[config.mk]
export PLATFORM = sky130hd
export DESIGN_NAME = disk_dma_port_handshake
export DESIGN_NICKNAME = d
export VERILOG_FILES = /design/src/pulse_timer.v /design/src/disk_dma_port_handshake.v
export VERILOG_INCLUDE_DIRS = /design/src /design/src/src
export SDC_FILE = /design/constraint.sdc
export NUM_CORES = 1
export LEC_CHECK = 0
export BUFFER_PORTS_ARGS = -buffer_cell sky130_fd_sc_hd__buf_2
export CAP_MARGIN = 10
export CORE_UTILIZATION = 49
export CTS_BUF_LIST = sky130_fd_sc_hd__clkbuf_8
export CTS_CLUSTER_DIAMETER = 80
export CTS_CLUSTER_SIZE = 8
export DETAILED_ROUTE_END_ITERATION = 8
export PLACE_DENSITY = 0.85
export REMOVE_ABC_BUFFERS = 1
export SLEW_MARGIN = 5
export SYNTH_ARGS = -nofsm -noshare
export SYNTH_HDL_FRONTEND = slang
export SYNTH_SLANG_ARGS = --single-unit
export TNS_END_PERCENT = 50
[constraint.sdc]
create_clock -name clk -period 2.48 [get_ports clk]
set_clock_uncertainty 0.15 [all_clocks]
set_input_delay 0.372 -clock clk [delete_from_list [all_inputs] [get_ports clk]]
set_output_delay 0.372 -clock clk [all_outputs]
set_load 0.02 [all_outputs]
[src/disk_dma_consts.vh]
// Purpose: Shared constants for the disk DMA port handshake block
// Assumes: 40 MHz system clock
// Notes:   Times are in nanoseconds; cycle counts are derived from them
`ifndef DISK_DMA_CONSTS_VH
`define DISK_DMA_CONSTS_VH

`define CLK_PERIOD_NS       25
`define ACK_MAX_NS          250
// Longest time rounds down to whole cycles
`define ACK_MAX_CYC         (`ACK_MAX_NS / `CLK_PERIOD_NS)
`define ACK_PULSE_NS        100
`define ACK_PULSE_CYC       ((`ACK_PULSE_NS + `CLK_PERIOD_NS - 1) / `CLK_PERIOD_NS)
`define SETUP_NS            50
`define SETUP_CYC           ((`SETUP_NS + `CLK_PERIOD_NS - 1) / `CLK_PERIOD_NS)
`define CMD_LEN             6
`define CNT_W               4

`endif

[src/pulse_timer.v]
// Purpose: Small down counter that flags when a loaded count has expired
// Assumes: Synchronous active-high reset
// Notes:   Load wins over counting
`timescale 1ns/1ps
`include "disk_dma_consts.vh"

module pulse_timer (
    input  wire               clk,
    input  wire               srst,
    input  wire               load,
    input  wire [`CNT_W-1:0]  value,
    output wire               done
);
    reg [`CNT_W-1:0] count;

    always @(posedge clk) begin
        if (srst) begin
            count <= 4'h0;
        end else if (load) begin
            count <= value;
        end else if (count != 4'h0) begin
            count <= count - 4'h1;
        end
    end

    assign done = (count == 4'h0) && !load;
endmodule

[src/disk_dma_port_handshake.v]
// Purpose: Host-side DMA port handshake toward an off-board disk controller
// Assumes: Port inputs synchronous to clk; memory side uses valid/ready
// Notes:   Command bytes go out first, then payload moves one byte per request
// Contract
// - Writing to the external controller drives port select low and address bit 1 high.
// - Acknowledge goes low no later than 250 ns after data request rises.
// - Low acknowledge means outbound data is valid, or inbound data has been taken.
// - The port sustains up to one megabyte per second.
// - Commands go out as a six-byte parameter block, then payload moves by DMA.
// - Outbound bytes come from the memory controller, inbound bytes go to it.
`timescale 1ns/1ps
`include "disk_dma_consts.vh"

module disk_dma_port_handshake (
    input  wire        clk,
    input  wire        srst,
    // Host command side
    input  wire        cmd_valid,
    input  wire [7:0]  cmd_byte,
    input  wire        cmd_first,
    output reg         cmd_ready,
    input  wire        xfer_start,
    input  wire        xfer_read,
    input  wire [15:0] xfer_len,
    output reg         busy,
    output reg         done,
    // Memory controller side
    input  wire        mem_out_valid,
    input  wire [7:0]  mem_out_data,
    output reg         mem_out_ready,
    output reg         mem_in_valid,
    output reg  [7:0]  mem_in_data,
    input  wire        mem_in_ready,
    // Disk port
    input  wire [7:0]  port_data_in,
    output reg  [7:0]  port_data_out,
    output reg         port_data_oe_n,
    output reg         disk_port_select_n,
    output reg         port_addr_bit1,
    output reg         port_read_write,
    output reg         port_ack_n,
    input  wire        disk_data_request,
    input  wire        disk_irq,
    output reg         host_irq
);
    // ************************************************
    // States
    // ************************************************
    localparam [2:0] ST_IDLE  = 3'h0;
    localparam [2:0] ST_CSET  = 3'h1;
    localparam [2:0] ST_CSEL  = 3'h2;
    localparam [2:0] ST_WREQ  = 3'h3;
    localparam [2:0] ST_FETCH = 3'h4;
    localparam [2:0] ST_ACK   = 3'h5;
    localparam [2:0] ST_DROP  = 3'h6;
    localparam [2:0] ST_STORE = 3'h7;

    // ************************************************
    // Timer loads
    // ************************************************
    // Counts are cut to the timer width once here, so every load is exact
    localparam integer          SETUP_I   = `SETUP_CYC;
    localparam integer          PULSE_I   = `ACK_PULSE_CYC;
    localparam [`CNT_W-1:0]     SETUP_CNT = SETUP_I[`CNT_W-1:0];
    localparam [`CNT_W-1:0]     PULSE_CNT = PULSE_I[`CNT_W-1:0];

    reg [2:0]  state;
    reg        phase_data;
    reg        dir_read;
    reg [15:0] remain;
    reg [7:0]  cmd_hold;
    reg        req_prev;
    reg        tmr_load;
    reg [`CNT_W-1:0] tmr_val;
    wire       tmr_done;

    pulse_timer u_timer (
        .clk   (clk),
        .srst  (srst),
        .load  (tmr_load),
        .value (tmr_val),
        .done  (tmr_done)
    );

    // Worst path from request seen to ack low is a few cycles, well under the limit
    wire req_rise = disk_data_request && !req_prev;

    always @(posedge clk) begin
        if (srst) begin
            state <= ST_IDLE;
            phase_data <= 1'b0;
            dir_read <= 1'b0;
            remain <= 16'h0000;
            cmd_hold <= 8'h00;
            req_prev <= 1'b0;
            tmr_load <= 1'b0;
            tmr_val <= 4'h0;
            cmd_ready <= 1'b0;
            busy <= 1'b0;
            done <= 1'b0;
            mem_out_ready <= 1'b0;
            mem_in_valid <= 1'b0;
            mem_in_data <= 8'h00;
            port_data_out <= 8'h00;
            port_data_oe_n <= 1'b1;
            disk_port_select_n <= 1'b1;
            port_addr_bit1 <= 1'b0;
            port_read_write <= 1'b1;
            port_ack_n <= 1'b1;
            host_irq <= 1'b0;
        end else begin
            req_prev <= disk_data_request;
            host_irq <= disk_irq;
            tmr_load <= 1'b0;
            done <= 1'b0;
            cmd_ready <= 1'b0;
            mem_out_ready <= 1'b0;
            if (mem_in_valid && mem_in_ready) begin
                mem_in_valid <= 1'b0;
            end
            case (state)
                ST_IDLE: begin
                    busy <= 1'b0;
                    if (cmd_valid && !cmd_ready) begin
                        // Write direction settles before select falls
                        cmd_hold <= cmd_byte;
                        port_read_write <= 1'b0;
                        port_addr_bit1 <= !cmd_first;
                        port_data_out <= cmd_byte;
                        port_data_oe_n <= 1'b0;
                        cmd_ready <= 1'b1;
                        busy <= 1'b1;
                        tmr_load <= 1'b1;
                        tmr_val <= SETUP_CNT;
                        state <= ST_CSET;
                    end else if (xfer_start && xfer_len != 16'h0000) begin
                        dir_read <= xfer_read;
                        remain <= xfer_len;
                        port_read_write <= xfer_read;
                        port_data_oe_n <= xfer_read;
                        phase_data <= 1'b1;
                        busy <= 1'b1;
                        state <= ST_WREQ;
                    end
                end
                ST_CSET: begin
                    if (tmr_done && !tmr_load) begin
                        disk_port_select_n <= 1'b0;
                        port_addr_bit1 <= 1'b1;
                        tmr_load <= 1'b1;
                        tmr_val <= PULSE_CNT;
                        state <= ST_CSEL;
                    end
                end
                ST_CSEL: begin
                    if (tmr_done && !tmr_load) begin
                        disk_port_select_n <= 1'b1;
                        port_read_write <= 1'b1;
                        port_data_oe_n <= 1'b1;
                        port_addr_bit1 <= 1'b0;
                        state <= ST_IDLE;
                    end
                end
                ST_WREQ: begin
                    // Controller paces each byte
                    if (req_rise || disk_data_request) begin
                        if (dir_read) begin
                            mem_in_data <= port_data_in;
                            port_ack_n <= 1'b0;
                            tmr_load <= 1'b1;
                            tmr_val <= PULSE_CNT;
                            state <= ST_STORE;
                        end else begin
                            mem_out_ready <= 1'b1;
                            state <= ST_FETCH;
                        end
                    end
                end
                ST_FETCH: begin
                    // Memory must answer within the ack limit
                    if (mem_out_valid && mem_out_ready) begin
                        port_data_out <= mem_out_data;
                        port_ack_n <= 1'b0;
                        tmr_load <= 1'b1;
                        tmr_val <= PULSE_CNT;
                        state <= ST_ACK;
                    end else begin
                        mem_out_ready <= 1'b1;
                    end
                end
                ST_STORE: begin
                    if (!mem_in_valid || mem_in_ready) begin
                        mem_in_valid <= 1'b1;
                        state <= ST_ACK;
                    end
                end
                ST_ACK: begin
                    if (tmr_done && !tmr_load) begin
                        port_ack_n <= 1'b1;
                        state <= ST_DROP;
                    end
                end
                ST_DROP: begin
                    // Wait for request low; full byte cycle stays well under 1 us
                    if (!disk_data_request) begin
                        if (remain == 16'h0001) begin
                            remain <= 16'h0000;
                            phase_data <= 1'b0;
                            port_read_write <= 1'b1;
                            port_data_oe_n <= 1'b1;
                            done <= 1'b1;
                            state <= ST_IDLE;
                        end else begin
                            remain <= remain - 16'h0001;
                            state <= ST_WREQ;
                        end
                    end
                end
                default: begin
                    state <= ST_IDLE;
                end
            endcase
        end
    end
endmodule

==> results.sh, run 1 <==
export IMPL_ant_nets=0
export IMPL_initial_core_util=0.511
export IMPL_port_buffers=76
export IMPL_n_fill_cell=517
export IMPL_initial_antenna_violation_count=0
export IMPL_path_cells="inv_1, ha_1, or3b_4, or2_1, or4_1, a21oi_1, o22ai_1"
export IMPL_max_clock_freq_mhz=427
export IMPL_setup_worst_path_start_class="register"
export IMPL_worst_path_dominant_cell_family="simple AND/OR/NAND/NOR gates"
export IMPL_cpPeakStageDelay_ns=0.43
export IMPL_synth_enable_flop_cells=0
export IMPL_post_drt_wl_per_cell_um=14.0
export IMPL_worstPathRequired_ns=2.50
export IMPL_die_height_um=78
export IMPL_placement_cell_area_mm2=0.00331
export IMPL_tritoncts_clock_tree="yes"
export IMPL_post_synth_instance_area_mm2=0.00283
export IMPL_path_clk_slew_ns=0.10
export IMPL_route_vias_total=2897
export IMPL_pin_count=77
export IMPL_clk_latency_ns=0.31
export IMPL_cts_hold_repair_buffers=0
export IMPL_first_global_vias=2503
export IMPL_crit_type="register to register"
export IMPL_combinationalPowerShare=0.469
export IMPL_cpMaxStageDelayCell="or3b_4"
export IMPL_number_of_warnings_reported_in_the_yosys_synthesis_log=0
export IMPL_post_route_setup_tns_ns=0
export IMPL_slew_limit_headroom=0.491
export IMPL_synth_async_reset_ratio=0
export IMPL_ff_latch_area_mm2=0.00106
export IMPL_end_kind="register"
export IMPL_synth_yosys_seq_area_share=0.375
export IMPL_synthCells=352
export IMPL_p_r_area_growth_vs_syn_pct=20.2
export IMPL_maxSlewViolCount=0
export IMPL_cts_buffer_depth=2
export IMPL_floorplan_rows=27
export IMPL_netSwitchingFraction=0.408
export IMPL_p_seq_frac=0.376
export IMPL_count_of_routing_violations_after_the_opening_detailed_route_iteration=266
export IMPL_gr_total_overflow=0
export IMPL_count_of_unique_library_cells_instantiated_by_yosys=56
export IMPL_insertedDiodeCount=0
export IMPL_critical_path_arrival_ns=2.36
export IMPL_core_region_area_mm2=0.00554
export IMPL_internal_mw=1.85
export IMPL_ffs_latches_synth=53
export IMPL_area_of_all_placed_cells_without_fillers_mm2=0.00340
export IMPL_buffering_stage_count_on_the_worst_path_with_inverters_included=1
export IMPL_grt_setup_unrepaired="no"
export IMPL_clock_tree_root_cell="clkbuf_8"
export IMPL_wl_um=6980
export IMPL_drt_first_pass_iters=5
export IMPL_finalHoldViolations=0
export IMPL_worst_slack_after_detailed_placement_ns=0.0976
export IMPL_syn_avg_cell_area_um2=8.04
export IMPL_nets=478
export IMPL_drc_errors=0
export IMPL_holdCritPathClass="input port to register"
export IMPL_synth_ff_type="dfxtp_1"
export IMPL_layout_drive_gt1_share=0.254
export IMPL_setup_slack_ns=0.136
export IMPL_mostFrequentLayoutCell="buf_2"
export IMPL_finalSetupViolCount=0
export IMPL_net_switching_power_mw=1.28
export IMPL_tritoncts_num_buffers=5
export IMPL_cts_setup_buffers=0
export IMPL_cap_violations=0
export IMPL_die_w_um=78
export IMPL_hold_ws_ns=0.132
export IMPL_worst_path_max_fanout=6
export IMPL_multi_input_area_mm2=0.00162
export IMPL_total_power_mw=3.13
export IMPL_p_leak_nw=1.50
export IMPL_power_per_cell_area_mw_per_mm2=920
export IMPL_fp_dieArea_mm2=0.00608
export IMPL_finish_utilization=0.614
export IMPL_post_route_fraction_of_the_period_consumed_by_the_critical_path=0.945
export IMPL_slew_at_the_pin_with_the_worst_max_slew_slack_ns=0.763
export IMPL_routabilityCongestion=0.889
export IMPL_hpwl_detailed_um=5060
export IMPL_largest_net_degree_at_the_start_of_global_routing=44
export IMPL_status="completed"
export IMPL_numClockSinks=53
export IMPL_place_detailed_instances=489
export IMPL_layout_cells_most_common_list="76 x buf_2, 53 x dfxtp_1, 37 x nor2_1, 27 x a21oi_1, 24 x nand2_1"
export IMPL_vdd_ir_drop_worst_uv=449
export IMPL_grt_util_all_layers=0.239
export IMPL_grt_pass1_wl_um=11800
export IMPL_final_cell_count_no_fill=497
export IMPL_pwr_share_clk=0.155
export IMPL_post_dr_vias_cell=5.83
export IMPL_htreeDepth=2
export IMPL_finalCriticalPeriod_ns=2.34
==> cells by family (layout without fill, tap and decap cells) <==
group,Yosys count,after routing,share of synthesized area
buffers and inverters,38,111,0.0570
and+or+nand+nor,144,144,0.265
xor gates and xnor gates,4,4,0.0124
AOI/OAI and AO/OA,90,90,0.206
muxes,18,18,0.0637
adders and majority gates,5,5,0.0212
DFF,53,53,0.375
==> Yosys cell counts, drive strengths merged (2+ instances only) <==
| cell | count | area, µm² |
|---|---|---|
| nor4b | 3 | 26.3 |
| o32ai | 3 | 26.3 |
| nand2b | 7 | 43.8 |
| and3b | 2 | 17.5 |
| clkbuf | 18 | 67.6 |
| inv | 10 | 37.5 |
| a31oi | 3 | 18.8 |
| a211oi | 13 | 97.6 |
| a21oi | 27 | 135 |
| or2 | 2 | 12.5 |
| nand4 | 2 | 12.5 |
| or4 | 5 | 41.3 |
| o21ai | 16 | 80.1 |
| nand2 | 24 | 90.1 |
| nand3 | 7 | 35.0 |
| buf | 10 | 56.3 |
| nor4 | 13 | 81.3 |
| ha | 4 | 50.1 |
| dfxtp | 53 | 1060 |
| nor3 | 21 | 105 |
| o41ai | 2 | 17.5 |
| nor2b | 3 | 18.8 |
| xnor2 | 3 | 26.3 |
| a32oi | 2 | 17.5 |
| mux2i | 18 | 180 |
| or3 | 6 | 40.0 |
| o22ai | 4 | 25.0 |
| nor2 | 38 | 143 |
| a221oi | 3 | 26.3 |
| and3 | 2 | 12.5 |
| a311oi | 2 | 17.5 |
| and2 | 2 | 12.5 |
| o31ai | 7 | 52.6 |
==> routing by layer <==
layer	track usage	vias to the layer above	share of wire
met4	0.0593	0	0.011
met3	0.0400	7	0.058
met2	0.387	107	0.48
met5	0	-	0
li1	-	1441	-
met1	0.330	1342	0.46
==> layout make-up <==
type,count,share of cell area
inverters,10,0.0110
flip-flops and latches,53,0.312
repair buffers,93,0.149
well taps,72,0.0265
clock inverters,3,0.00515
clock buffers,5,0.0202
multi-input cells,261,0.476
==> flip-flops by register name, summed over array words and instances (netlist names), named ones only <==
name / flops
busy: 1
cmd_ready: 1
dir_read: 1
disk_port_select_n: 1
done: 1
host_irq: 1
mem_in_data: 8
mem_in_valid: 1
mem_out_ready: 1
port_ack_n: 1
port_addr_bit1: 1
port_data_out: 8
port_read_write: 1
remain: 16
state: 2
tmr_load: 1
tmr_val: 2
u_timer.count: 4
==> path summary, 6_finish.rpt <==
path,startpoint,endpoint,slack [ns],cells after the start
worst max-delay path,remain[0],remain[14],0.14,7
worst min-delay path,disk_irq,host_irq,0.13,2
worst max register to register,remain[0],remain[14],0.14,7
worst min register to register,u_timer.count[1],u_timer.count[1],0.32,2
==> what timing repair did <==
action	4_1_cts	5_1_grt
endpoints found under the setup margin	0	7
gates resized for setup	0	2
endpoints found under the hold margin	0	0
==> power groups by stage <==
stage	logic [mW]	registers, mW	clock network [mW]
final	1.47	1.18	0.484
after CTS	1.45	1.17	0.490
after detailed placement	1.44	1.19	0
after global placement	1.41	1.18	0
after global routing	1.64	1.21	0.526
after floorplan	0.869	1.28	0
Note: power is estimated with default switching activity, not from simulation.
==> run 2: changes to the inputs <==
Settings changed: ABC_CLOCK_PERIOD_IN_PS from default to 2480, CORE_MARGIN from default to 2.
==> run 2 against run 1 <==
Effect of this change:
- sequential power hardly changed
- maximum frequency up 1.2%
- die area grew 5.2%
- largest power group unchanged
- register-to-register slack better by 0.03 ns
- non-clock buffer count is the same
- final area increased by 1.3%
- worst hold slack got worse by 0.0095 ns
- routed wire length grew 4.4%
- power is 4.5% higher
- first-iteration DRC count fell by 11%
==> results.sh, run 2 (synthesized netlist as in run 1, its figures left out) <==
export IMPL_insertedDiodeCount=0
export IMPL_core_region_area_mm2=0.00554
export IMPL_multi_input_area_mm2=0.00162
export IMPL_largest_registers="remain (16), mem_in_data (8), port_data_out (8)"
export IMPL_floorplan_rows=27
export IMPL_status="completed"
export IMPL_die_height_um=80
export IMPL_worst_slack_after_detailed_placement_ns=0.0135
export IMPL_clock_tree_root_cell="clkbuf_8"
export IMPL_crit_type="register to register"
export IMPL_mostFrequentLayoutCell="buf_2"
export IMPL_worst_path_max_fanout=7
export IMPL_tritoncts_num_buffers=5
export IMPL_clk_latency_ns=0.32
export IMPL_power_per_cell_area_mw_per_mm2=950
export IMPL_count_of_routing_violations_after_the_opening_detailed_route_iteration=238
export IMPL_placement_cell_area_mm2=0.00332
export IMPL_nets=478
export IMPL_layout_cells_most_common_list="76 x buf_2, 53 x dfxtp_1, 38 x nor2_1, 27 x a21oi_1, 24 x nand2_1"
export IMPL_ff_latch_area_mm2=0.00106
export IMPL_route_vias_total=2961
export IMPL_worstHoldEndpoint="host_irq"
export IMPL_min_delay_path_depth=2
export IMPL_largest_register="remain"
export IMPL_setup_worst_path_start_class="register"
export IMPL_routabilityCongestion=0.912
export IMPL_cts_buffer_depth=2
export IMPL_tritoncts_clock_tree="yes"
export IMPL_cts_hold_repair_buffers=0
export IMPL_grt_setup_unrepaired="no"
export IMPL_ant_nets=0
export IMPL_post_dr_vias_cell=5.96
export IMPL_finish_utilization=0.622
export IMPL_n_fill_cell=508
export IMPL_critical_path_reg2reg_endpoint="remain[14]"
export IMPL_grt_util_all_layers=0.233
export IMPL_initial_core_util=0.511
export IMPL_finalCriticalPeriod_ns=2.32
export IMPL_port_buffers=76
export IMPL_numClockSinks=53
export IMPL_worstPathRequired_ns=2.51
export IMPL_drt_first_pass_iters=5
export IMPL_slew_limit_headroom=0.422
export IMPL_max_clock_freq_mhz=432
export IMPL_htreeDepth=2
export IMPL_maxSlewViolCount=0
export IMPL_worstHoldStart="disk_irq"
export IMPL_pin_count=77
export IMPL_initial_antenna_violation_count=0
export IMPL_vdd_ir_drop_worst_uv=442
export IMPL_layout_drive_gt1_share=0.256
export IMPL_p_r_area_growth_vs_syn_pct=21.7
export IMPL_hpwl_detailed_um=5190
export IMPL_first_global_vias=2645
export IMPL_r2r_start="remain[0]"
export IMPL_end_kind="register"
export IMPL_fp_dieArea_mm2=0.00640
export IMPL_grt_pass1_wl_um=11900
export IMPL_post_drt_wl_per_cell_um=14.7
export IMPL_drc_errors=0
export IMPL_die_w_um=80
export IMPL_largest_net_degree_at_the_start_of_global_routing=50
export IMPL_p_leak_nw=1.52
export IMPL_critical_path_arrival_ns=2.34
export IMPL_area_of_all_placed_cells_without_fillers_mm2=0.00344
export IMPL_setup_slack_ns=0.163
export IMPL_finalHoldViolations=0
export IMPL_setup_reg_to_reg_worst_slack_ns=0.16
export IMPL_largest_register_ffs=16
export IMPL_cap_violations=0
export IMPL_wl_um=7290
export IMPL_post_route_fraction_of_the_period_consumed_by_the_critical_path=0.934
export IMPL_holdCritPathClass="input port to register"
export IMPL_path_clk_slew_ns=0.10
export IMPL_r2r_cells=7
export IMPL_finalSetupViolCount=0
export IMPL_hold_ws_ns=0.122
export IMPL_slew_at_the_pin_with_the_worst_max_slew_slack_ns=0.867
export IMPL_gr_total_overflow=0
## run 2: final cells by class
class | instances | share of cell area
Clock buffer | 5 | 0.0200
Clock inverter | 3 | 0.0124
Inverter | 10 | 0.0109
Multi-Input combinational cell | 261 | 0.471
Sequential cell | 53 | 0.308
Tap cell | 72 | 0.0262
Timing Repair Buffer | 93 | 0.151
## run 2: where the power goes
group	internal, mW	switching, mW	total (mW)
Sequential	1.02	0.141	1.16
Clock	0.299	0.291	0.590
Combinational	0.637	0.881	1.52
## run 2: timing repair
action                     CTS  global route
buffers inserted             0             0
resized for setup            0             3
setup endpoints to repair    0             3
## run 2: through the flow
stage,power [mW],cells,setup TNS [ns]
after floorplan,2.15,324,-7.12
after global placement,2.60,489,0
after detailed placement,2.65,489,0
after CTS,3.23,497,0
after global routing,3.50,497,0
final,3.27,497,0
## run 2: worst max-delay path by stage
| stage | slack, ns | from | to |
|---|---|---|---|
| final | 0.16 | remain[0] | remain[14] |
| after global routing | 0.06 | remain[0] | remain[14] |
| after CTS | 0.01 | remain[0] | remain[14] |
| after detailed placement | 0.01 | remain[0] | remain[14] |
| after global placement | 0.11 | remain[0] | remain[14] |
| after floorplan | -0.40 | state[0] | remain[3] |
## run 2: per-layer routing
layer  wire, µm  global-route usage
met3        467              0.0475
met2       3490               0.368
met4         93              0.0780
met5          0                   0
met1       3230               0.317
## run 2: worst max-delay path, cell delays in order, from the launching register on
cell     delay, ns
dfxtp_1       0.35
inv_1         0.12
ha_1          0.20
or3b_4        0.42
or2_4         0.28
or4_1         0.41
a21oi_1       0.16
o22ai_1       0.10
==> run 3: changes to the inputs <==
==> constraint.sdc (replaced) <==
create_clock -name clk -period 2.48 [get_ports clk]
set_clock_uncertainty 0.15 [all_clocks]
set_input_delay 0 -clock clk [delete_from_list [all_inputs] [get_ports clk]]
set_output_delay 0 -clock clk [all_outputs]
set_load 0.02 [all_outputs]
==> run 3 against run 2 <==
Effect of this change:
- worst hold slack worse by 0.031 ns
- register-to-register slack is essentially flat
- routed wire length increased by 22%
- die area is the same
- first-iteration DRC count is 74% higher
- critical endpoint is now dir_read
- via count is 11% higher
- combinational power increased by 7%
- sequential power is essentially flat
- final area grew 13%
==> results.sh, run 3 (synthesized netlist as in run 1, its figures left out) <==
export IMPL_status="completed"
export IMPL_initial_antenna_violation_count=0
export IMPL_largest_register_ffs=16
export IMPL_route_vias_total=3285
export IMPL_finalCriticalPeriod_ns=2.38
export IMPL_worstHoldStart="srst"
export IMPL_insertedDiodeCount=0
export IMPL_largest_registers="remain (16), mem_in_data (8), port_data_out (8)"
export IMPL_largest_register="remain"
export IMPL_tritoncts_num_buffers=5
export IMPL_drt_first_pass_iters=6
export IMPL_fp_dieArea_mm2=0.00640
export IMPL_slew_limit_headroom=0.513
export IMPL_cts_setup_buffers=0
export IMPL_hpwl_detailed_um=5260
export IMPL_routabilityCongestion=0.870
export IMPL_cpPeakStageDelay_ns=0.56
export IMPL_core_region_area_mm2=0.00554
export IMPL_crit_type="input port to register"
export IMPL_ant_nets=0
export IMPL_worst_path_max_fanout=4
export IMPL_nets=529
export IMPL_place_detailed_instances=491
export IMPL_post_route_fraction_of_the_period_consumed_by_the_critical_path=0.960
export IMPL_cpMaxStageDelayCell="dlygate4sd3_1"
export IMPL_mostFrequentLayoutCell="buf_2"
export IMPL_maxSlewViolCount=0
export IMPL_n_fill_cell=413
export IMPL_vdd_ir_drop_worst_uv=455
export IMPL_clock_tree_root_cell="clkbuf_8"
export IMPL_pin_count=77
export IMPL_largest_net_degree_at_the_start_of_global_routing=39
export IMPL_p_r_area_growth_vs_syn_pct=38.1
export IMPL_post_drt_wl_per_cell_um=16.3
export IMPL_post_route_setup_tns_ns=0
export IMPL_critical_path_arrival_ns=2.41
export IMPL_max_clock_freq_mhz=420
export IMPL_port_buffers=76
export IMPL_initial_core_util=0.511
export IMPL_buffering_stage_count_on_the_worst_path_with_inverters_included=3
export IMPL_finish_utilization=0.705
export IMPL_tritoncts_clock_tree="yes"
export IMPL_path_clk_slew_ns=0.11
export IMPL_total_power_mw=3.31
export IMPL_drc_errors=0
export IMPL_worst_slack_after_detailed_placement_ns=0.111
export IMPL_r2r_start="remain[1]"
export IMPL_finalHoldViolations=0
export IMPL_crit_end="dir_read"
export IMPL_gr_total_overflow=0
export IMPL_critical_path_reg2reg_endpoint="remain[14]"
export IMPL_end_kind="register"
export IMPL_final_cell_count_no_fill=548
export IMPL_slew_at_the_pin_with_the_worst_max_slew_slack_ns=0.721
export IMPL_die_w_um=80
export IMPL_layout_drive_gt1_share=0.233
export IMPL_wl_um=8920
export IMPL_count_of_routing_violations_after_the_opening_detailed_route_iteration=414
export IMPL_path_cells="dlygate4sd3_1, buf_2, nor4_1, nand4_1, nand3_1, mux2i_1, dlygate4sd3_1, nor2_1"
export IMPL_grt_pass1_wl_um=14400
export IMPL_setup_slack_ns=0.0990
export IMPL_worstPathRequired_ns=2.51
export IMPL_finalSetupViolCount=0
export IMPL_htreeDepth=2
export IMPL_p_leak_nw=1.71
export IMPL_clk_latency_ns=0.32
export IMPL_setup_worst_path_start_class="input port"
export IMPL_power_per_cell_area_mw_per_mm2=848
export IMPL_grt_setup_unrepaired="no"
export IMPL_numClockSinks=53
export IMPL_r2r_cells=7
export IMPL_worst_path_dominant_cell_family="buffers and inverters"
export IMPL_cts_buffer_depth=2
export IMPL_area_of_all_placed_cells_without_fillers_mm2=0.00391
export IMPL_cp_num_cells=8
export IMPL_die_height_um=80
export IMPL_setup_reg_to_reg_worst_slack_ns=0.15
export IMPL_crit_start="xfer_len[11]"
export IMPL_post_dr_vias_cell=5.99
export IMPL_holdCritPathClass="input port to register"
export IMPL_floorplan_rows=27
export IMPL_cap_violations=0
export IMPL_critical_path_most_common_cell="dlygate4sd3_1"
export IMPL_first_global_vias=3073
export IMPL_grt_util_all_layers=0.283
export IMPL_layout_cells_most_common_list="76 x buf_2, 53 x dfxtp_1, 49 x dlygate4sd3_1, 37 x nor2_1, 27 x a21oi_1"
export IMPL_hold_ws_ns=0.0911
export IMPL_placement_cell_area_mm2=0.00332
run 3: report_power, final:
group	internal, mW	switching [mW]	leakage [nW]
clock	0.201	0.312	0.0445
combinational	0.702	0.924	1.23
sequential	1.02	0.151	0.434
run 3: cell type report:
type | count | area (µm²) | share of cell area
clock buffers | 5 | 68.8 | 0.0176
clock inverters | 3 | 21.3 | 0.00544
inverters | 10 | 37.5 | 0.00961
multi-input cells | 261 | 1620 | 0.413
flip-flops and latches | 53 | 1060 | 0.272
well taps | 72 | 90.1 | 0.0231
repair buffers | 144 | 1010 | 0.259
run 3: timing repair:
item,4_1_cts,5_1_grt
resized for setup,0,1
setup endpoints to repair,0,8
hold buffers,49,0
endpoints found under the hold margin,42,0
run 3: worst min path at each step:
stage / endpoint / slack [ns] / depth (start not counted)
floorplan: register / -0.08 / 1
global placement: host_irq / 0.06 / 2
detailed placement: host_irq / 0.06 / 2
CTS: dir_read / 0.06 / 2
global route: host_irq / 0.11 / 2
finish: host_irq / 0.09 / 2
run 3: layer usage:
layer | up-vias | track usage | part of all wire | wire length (µm)
met5 | - | 0 | 0 | 0
met4 | 0 | 0.110 | 0.030 | 267
met3 | 33 | 0.0452 | 0.073 | 652
met2 | 202 | 0.487 | 0.49 | 4400
met1 | 1511 | 0.352 | 0.40 | 3600
li1 | 1539 | - | - | -
